<file path="src/sdam_pkg.sv">
// Constants and carrier types for the SDRAM address mapper.
// Summary of operation
// (RULE_01) Host accesses become SDRAM command sequences; software sees linear memory.
// (RULE_02) 32-bit bus: address bits 1:0 are byte offset, not column.
// (RULE_03) 32-bit bus: column from bit 2, 8 to 11 bits; row, bank above.
// (RULE_04) 16-bit bus: bit 0 is byte offset; column from bit 1, row, bank above.
// (RULE_05) 2K rows: 11-bit row taken just above the column field.
// (RULE_06) 4K rows: 12-bit row above column; bank moves up one bit.
// (RULE_07) 8K rows: 13-bit row; 2048 columns on 32-bit puts bank at 27:26.
// (RULE_08) Upper bank bit drives bank select pin 1, lower drives pin 0.
// (RULE_09) Open row per bank is remembered; hits need no activate.
// (RULE_10) Row miss or boundary: precharge, activate, then read or write.
// (RULE_11) Split chosen from static config inputs, applied without extra latency.
`default_nettype none
package sdam_pkg;

	localparam int ADDR_W    = 28;
	localparam int ROW_W     = 13;
	localparam int COL_W     = 11;
	localparam int BANK_W    = 2;
	localparam int NBANKS    = 4;
	localparam int COL_BASE  = 8;
	localparam int ROW_BASE  = 11;

	localparam logic [1:0] ROWS_2K = 2'h0;
	localparam logic [1:0] ROWS_4K = 2'h1;
	localparam logic [1:0] ROWS_8K = 2'h2;
	localparam logic [1:0] COLS_256  = 2'h0;
	localparam logic [1:0] COLS_2048 = 2'h3;

	localparam logic [4:0] OFS32_W = 5'h2;
	localparam logic [4:0] OFS16_W = 5'h1;

	// Command codes toward the sequencer
	typedef enum logic [2:0] {
		SDAM_CMD_NONE   = 3'h0,
		SDAM_CMD_ACCESS = 3'h1,
		SDAM_CMD_ACT    = 3'h2,
		SDAM_CMD_PRE    = 3'h3
	} sdam_cmd_t;

	typedef struct packed {
		logic              bus16;
		logic [1:0]        rows;
		logic [1:0]        cols;
	} sdam_cfg_t;

	typedef struct packed {
		logic [BANK_W-1:0] bank;
		logic [ROW_W-1:0]  row;
		logic [COL_W-1:0]  col;
		logic [1:0]        byte_ofs;
	} sdam_fields_t;

endpackage
`default_nettype wire

</file>
<file path="src/sdam_top.sv">
// Address mapper top: field split, open-row tracking and access command choice.
`timescale 1ns/1ps
`default_nettype none
module sdam_top
(
	input  wire logic                          clk,
	input  wire logic                          nrst,
	input  wire logic                          ce,
	input  wire sdam_pkg::sdam_cfg_t           cfg,
	input  wire logic                          req_valid,
	input  wire logic [sdam_pkg::ADDR_W-1:0]   req_addr,
	input  wire logic                          req_write,
	input  wire logic                          seq_done,
	output logic                               req_ready,
	output sdam_pkg::sdam_cmd_t                cmd_q,
	output logic                               cmd_write_q,
	output sdam_pkg::sdam_fields_t             fields_q,
	output logic                               bank_select_pin_high,
	output logic                               bank_select_pin_low,
	output logic [sdam_pkg::NBANKS-1:0]        row_open_q
);
	// ----------------------------------------
	// Reset release
	// ----------------------------------------
	logic rst_meta_q;
	logic rst_sync_q;
	always_ff @(posedge clk or negedge nrst)
	begin
		if (!nrst)
		begin
			rst_meta_q <= 1'b0;
			rst_sync_q <= 1'b0;
		end
		else
		begin
			rst_meta_q <= 1'b1;
			rst_sync_q <= rst_meta_q;
		end
	end
	wire logic rst_n = rst_sync_q;

	// ----------------------------------------
	// Field split, same cycle as the request
	// ----------------------------------------
	sdam_pkg::sdam_fields_t split;
	sdam_split u_split
	(
		.addr   (req_addr),
		.cfg    (cfg),
		.fields (split)
	);                                                                        // [RULE_11]

	// ----------------------------------------
	// Sequencer handshake states
	// ----------------------------------------
	typedef enum logic [3:0] {
		SDAM_IDLE = 4'b0001,
		SDAM_PRE  = 4'b0010,
		SDAM_ACT  = 4'b0100,
		SDAM_ACC  = 4'b1000
	} sdam_state_t;
	sdam_state_t state_q;
	logic [sdam_pkg::ROW_W-1:0] open_row_q [sdam_pkg::NBANKS];
	logic hit;
	logic was_open;
	logic ready_q;
	assign req_ready = ready_q;
	assign was_open = row_open_q[split.bank];
	assign hit = was_open && (open_row_q[split.bank] == split.row);          // [RULE_09]

	always_ff @(posedge clk or negedge rst_n)
	begin
		if (!rst_n)
		begin
			state_q     <= SDAM_IDLE;
			cmd_q       <= sdam_pkg::SDAM_CMD_NONE;
			cmd_write_q <= 1'b0;
			fields_q    <= '0;
			ready_q     <= 1'b0;
		end
		else if (ce)
		begin
			case (state_q)
				SDAM_IDLE:
				begin
					ready_q <= 1'b1;
					cmd_q   <= sdam_pkg::SDAM_CMD_NONE;
					if (req_valid && ready_q)                              // [RULE_01]
					begin
						ready_q     <= 1'b0;
						fields_q    <= split;
						cmd_write_q <= req_write;
						if (hit)
						begin
							cmd_q   <= sdam_pkg::SDAM_CMD_ACCESS;           // [RULE_09]
							state_q <= SDAM_ACC;
						end
						else if (was_open)
						begin
							cmd_q   <= sdam_pkg::SDAM_CMD_PRE;              // [RULE_10]
							state_q <= SDAM_PRE;
						end
						else
						begin
							cmd_q   <= sdam_pkg::SDAM_CMD_ACT;
							state_q <= SDAM_ACT;
						end
					end
				end
				SDAM_PRE:
					if (seq_done)
					begin
						cmd_q   <= sdam_pkg::SDAM_CMD_ACT;                  // [RULE_10]
						state_q <= SDAM_ACT;
					end
				SDAM_ACT:
					if (seq_done)
					begin
						cmd_q   <= sdam_pkg::SDAM_CMD_ACCESS;               // [RULE_10]
						state_q <= SDAM_ACC;
					end
				SDAM_ACC:
					if (seq_done)
					begin
						cmd_q   <= sdam_pkg::SDAM_CMD_NONE;
						state_q <= SDAM_IDLE;
					end
				default:
					state_q <= SDAM_IDLE;
			endcase
		end
	end

	// ----------------------------------------
	// Open row table
	// ----------------------------------------
	always_ff @(posedge clk or negedge rst_n)
	begin
		if (!rst_n)
			row_open_q <= '0;
		else if (ce && state_q == SDAM_ACT && seq_done)
			row_open_q[fields_q.bank] <= 1'b1;                                // [RULE_09]
	end

	// Row values need no reset: the valid bits gate them
	always_ff @(posedge clk)
	begin
		if (ce && state_q == SDAM_ACT && seq_done)
			open_row_q[fields_q.bank] <= fields_q.row;                        // [RULE_09]
	end

	// ----------------------------------------
	// Bank select pins
	// ----------------------------------------
	always_ff @(posedge clk or negedge rst_n)
	begin
		if (!rst_n)
		begin
			bank_select_pin_high <= 1'b0;
			bank_select_pin_low  <= 1'b0;
		end
		else if (ce)
		begin
			bank_select_pin_high <= fields_q.bank[1];                         // [RULE_08]
			bank_select_pin_low  <= fields_q.bank[0];                         // [RULE_08]
		end
	end
endmodule
`default_nettype wire

</file>
<file path="src/sdam_split.sv">
// Combinational split of a CPU address into bank, row, column and byte offset.
`timescale 1ns/1ps
`default_nettype none
module sdam_split
(
	input  wire logic [sdam_pkg::ADDR_W-1:0] addr,
	input  wire sdam_pkg::sdam_cfg_t         cfg,
	output var  sdam_pkg::sdam_fields_t      fields
);
	logic [4:0] ofs_w;
	logic [4:0] col_w;
	logic [4:0] row_w;
	logic [4:0] row_lo;
	logic [4:0] bank_lo;
	logic [sdam_pkg::ADDR_W-1:0] shr;

	always_comb
	begin
		ofs_w   = cfg.bus16 ? sdam_pkg::OFS16_W : sdam_pkg::OFS32_W;         // [RULE_02] [RULE_04]
		col_w   = 5'(sdam_pkg::COL_BASE) + {3'h0, cfg.cols};                 // [RULE_03]
		row_w   = 5'(sdam_pkg::ROW_BASE) + {3'h0, cfg.rows};   // [RULE_05] [RULE_06] [RULE_07]
		row_lo  = ofs_w + col_w;
		bank_lo = row_lo + row_w;
		fields  = '0;
		fields.byte_ofs = cfg.bus16 ? {1'b0, addr[0]} : addr[1:0];
		shr = addr >> ofs_w;
		for (int i = 0; i < sdam_pkg::COL_W; i++)
			fields.col[i] = (5'(i) < col_w) ? shr[i] : 1'b0;
		shr = addr >> row_lo;
		for (int i = 0; i < sdam_pkg::ROW_W; i++)
			fields.row[i] = (5'(i) < row_w) ? shr[i] : 1'b0;
		shr = addr >> bank_lo;
		fields.bank = shr[sdam_pkg::BANK_W-1:0];                             // [RULE_07]
	end
endmodule
`default_nettype wire

</file>
<file path="config.mk">
export PLATFORM = sky130hd
export DESIGN_NAME = sdam_top
export DESIGN_NICKNAME = d
export VERILOG_FILES = /design/src/sdam_pkg.sv /design/src/sdam_top.sv /design/src/sdam_split.sv
export SDC_FILE = /design/constraint.sdc
export NUM_CORES = 1
export LEC_CHECK = 0
export BUFFER_PORTS_ARGS = -buffer_cell sky130_fd_sc_hd__buf_2
export CORE_ASPECT_RATIO = 0.75
export CORE_MARGIN = 3
export CORE_UTILIZATION = 40
export CTS_BUF_LIST = sky130_fd_sc_hd__clkbuf_16
export CTS_CLUSTER_SIZE = 16
export DETAILED_ROUTE_END_ITERATION = 7
export PLACE_DENSITY = 0.71
export SLEW_MARGIN = 20
export SYNTH_ARGS = -nofsm -noshare
export SYNTH_HDL_FRONTEND = slang
export SYNTH_SLANG_ARGS = --single-unit
</file>
<file path="constraint.sdc">
create_clock -name clk -period 1.8 [get_ports clk]
set_input_delay 0.36 -clock clk [delete_from_list [all_inputs] [get_ports clk]]
set_output_delay 0.36 -clock clk [all_outputs]
set_load 0.02 [all_outputs]
</file>
==> results.toml <==
[power_and_ir_drop]
combinationalPowerShare_pct = 49.1
p_switching_uw = 3910
clock_power_share_pct = 18.2
p_seq_share_pct = 32.6
p_leak_uw = 0.00332
total_power_uw = 10500
power.share.switching_pct = 37.4
ir_worst_vdd_v = 0.000725
p_int_uw = 6540
cellPowerDensity_nw_per_um2 = 1370

[clock_network]
numCtsBuffers = 9
cts_tree = "built"
cts_htree_levels = 3
clock_path_buffers = 2
clock_latency_ns = 0.34
clock-root-buffer = "clkbuf_16"
path_clk_slew_ns = 0.07
cts_sinks = 96

[yosys]
synthDominantCellAreaShare_pct = 29.9
synth-edff-count = 52
async_flop_share_pct = 45.8
syn_area_per_cell_um2 = 12.2
yosysWarnings = 0
yosys-top-cells-area = "edfxtp_1 30%, dfrtp_1 21%, mux2i_1 9.8%, mux4_2 6.9%, o21ai_0 3.6%"
synth_area_leader_cell = "edfxtp_1"
synth_nets = 474
syn_area_um2 = 5220
synth-seq-area-share_pct = 51.1
synthCells = 426
yosysUniqueCellTypes = 65
ys.flop_type = "edfxtp_1"
ys_ff_latch = 96

[finish]
area_delta_synth_final_pct = 46.6
fillers = 954
drive_gt1_share_pct = 51.5
final_cells = 782
layout_common_cells = "87 x buf_4, 74 x buf_2, 52 x edfxtp_1, 41 x dfrtp_1, 39 x mux2i_1"
n_antenna_cell = 0
nets = 659
final_common_cell = "buf_4"

[sta]
setup_violations = 57
period_share_pct = 239
slew_headroom_pct = 60.5
fin_skew_ns = 0.00619
final_hold_viol_count = 0
setup_ws_ns = -2.51
period_needed_ns = 4.31
fmax_ghz = 0.232
rsz0062_at_grt = "yes"
slew_violations = 0
worst_pin_slew_ns = 0.592
fin_tns_setup_ns = -25.93

[worst_setup_path]
end_kind = "flop"
worst_ep_arrival_time_ns = 4.54
required_ns = 2.03
cp_max_fo = 6
start_kind = "primary input"
crit_type = "in -> reg"

[placed_design]
dpl.cell_count = 733
dp_slack_ns = -3.14
dp_hpwl_um = 9880
place_congestion = 0.906
port_buffers = 76

[drt]
drtIter0Drc = 351
wl_per_cell_um = 18.8
drc = 0
avgViaCountPerCell = 5.39
ant_nets = 0
totalWireLength_um = 14700
vias = 4213
dr.pass1.iters = 5

[worst_hold_path]
worst_hold_path_type = "in -> reg"

[grt]
gr-total-overflow = 0
grt_pass1_vias = 4002
grt_max_degree = 43
antenna_found_initial = 0
grt_pass1_wl_um = 21900
gr-usage-all-layers_pct = 19.7

[die]
core.rowCount = 35
start_util_pct = 41.6
die-height_um = 105
die_x_um = 138
die_area_um2 = 14500
coreArea_um2 = 12500
pin_count = 78

[status]
status = "finished, violations left"
violations = "negative setup slack"

[flow_run]
cap_violations = 0
-- final timing paths --
check | startpoint | end | slack [ns] | cells after the start
max | cfg[4] | state_q[1]$_DFFE_PN0P_ | -2.51 | 16
min | req_write | cmd_write_q$_DFFE_PN0P_ | 0.22 | 3
max reg2reg | open_row_q[2][0]$_DFFE_PP_ | state_q[1]$_DFFE_PN0P_ | -0.31 | 6
min reg2reg | rst_n$_DFF_PN0_ | row_open_q[0]$_DFFE_PN0P_ | 0.35 | 1
max in group asynchronous | rst_n$_DFF_PN0_ | state_q[3]$_DFFE_PN0P_ | 1.02 | 1
min in group asynchronous | nrst | rst_meta_q$_DFF_PN0_ | 0.32 | 2
-- worst max-delay path: stages --
cell,delay (ns)
buf_8,0.11
ha_4,0.15
fa_2,0.51
fa_2,0.66
mux2_4,0.33
mux4_2,0.46
a22o_4,0.27
buf_12,0.15
buf_12,0.12
buf_4,0.13
nand2_1,0.05
a21oi_1,0.05
nor4_2,0.24
o211ai_1,0.17
or4_4,0.55
a32o_1,0.24
-- per-layer routing --
layer | wire, um | global-route usage, %
met5 | 0 | 0
met4 | 336 | 4.65
met3 | 1030 | 4.14
met2 | 6500 | 28.6
met1 | 6830 | 30.1
-- layout make-up --
class | instances | area, um2 | share of cell area [%]
Clock buffer | 9 | 225 | 2.94
Multi-Input combinational cell | 295 | 2820 | 36.9
Timing Repair Buffer | 199 | 1620 | 21.1
Inverter | 10 | 42.5 | 0.556
Tap cell | 166 | 208 | 2.72
Clock inverter | 7 | 71.3 | 0.932
Sequential cell | 96 | 2670 | 34.9
-- per-stage QoR --
step	hold WS [ns]	utilization [%]	area, um2
after floorplan	0.0644	-	5490
after global placement	0.145	52.7	6600
after detailed placement	0.147	52.7	6600
after CTS	0.208	58.1	7270
after global routing	0.243	61.1	7650
final	0.216	61.1	7650
-- sequential cells by signal, indices dropped and copies added (netlist names) --
register and count:
cmd_q 2, rst_meta_q 1, bank_select_pin_high 1, bank_select_pin_low 1, req_ready 1, cmd_write_q 1
row_open_q 4, open_row_q 52, fields_q 28, state_q 4, rst_n 1
-- cells in the mapped netlist, types with 4 or more instances --
library cell,n
o21ai_0,37
nor3_1,5
inv_1,9
edfxtp_1,52
nand2_1,46
ha_1,7
a21oi_1,12
and3_1,6
mux4_2,16
xnor2_1,9
o211ai_1,4
nor2_1,16
nand3_1,6
mux2i_1,51
dfrtp_1,43
xor2_1,8
clkbuf_1,14
buf_4,4
or2_2,4
mux2_2,11
-- kinds of logic after synthesis --
kind of cell | Yosys count | synth area share (%)
and+or+nand+nor | 111 | 11.1
muxes | 80 | 19.5
other | 2 | 0.144
DFF | 96 | 51.1
buffers and inverters | 35 | 3.43
xor gates and xnor gates | 18 | 3.17
AOI/OAI and AO/OA | 75 | 9.14
adders and majority gates | 9 | 2.45
-- what timing repair did --
item                                    CTS  global route
endpoints found under the hold margin     2             0
gates resized for setup                  55            45
pin swaps                                26            16
hold buffers                              1             0
endpoints found under the setup margin   57            89
cloned                                    1             5
setup buffers                            17            17
-- power by group through the flow --
| stage | registers (uW) | logic, uW | clock network (uW) |
|---|---|---|---|
| 6_report | 3410 | 5140 | 1900 |
| 5_1_grt | 3490 | 5510 | 2040 |
| 4_1_cts | 3390 | 4650 | 1940 |
| 3_5_place_dp | 3450 | 4190 | 0 |
| 3_3_place_gp | 3410 | 4100 | 0 |
| 2_1_floorplan | 3760 | 2430 | 0 |
No activity file was read; power rests on OpenSTA's default activity.
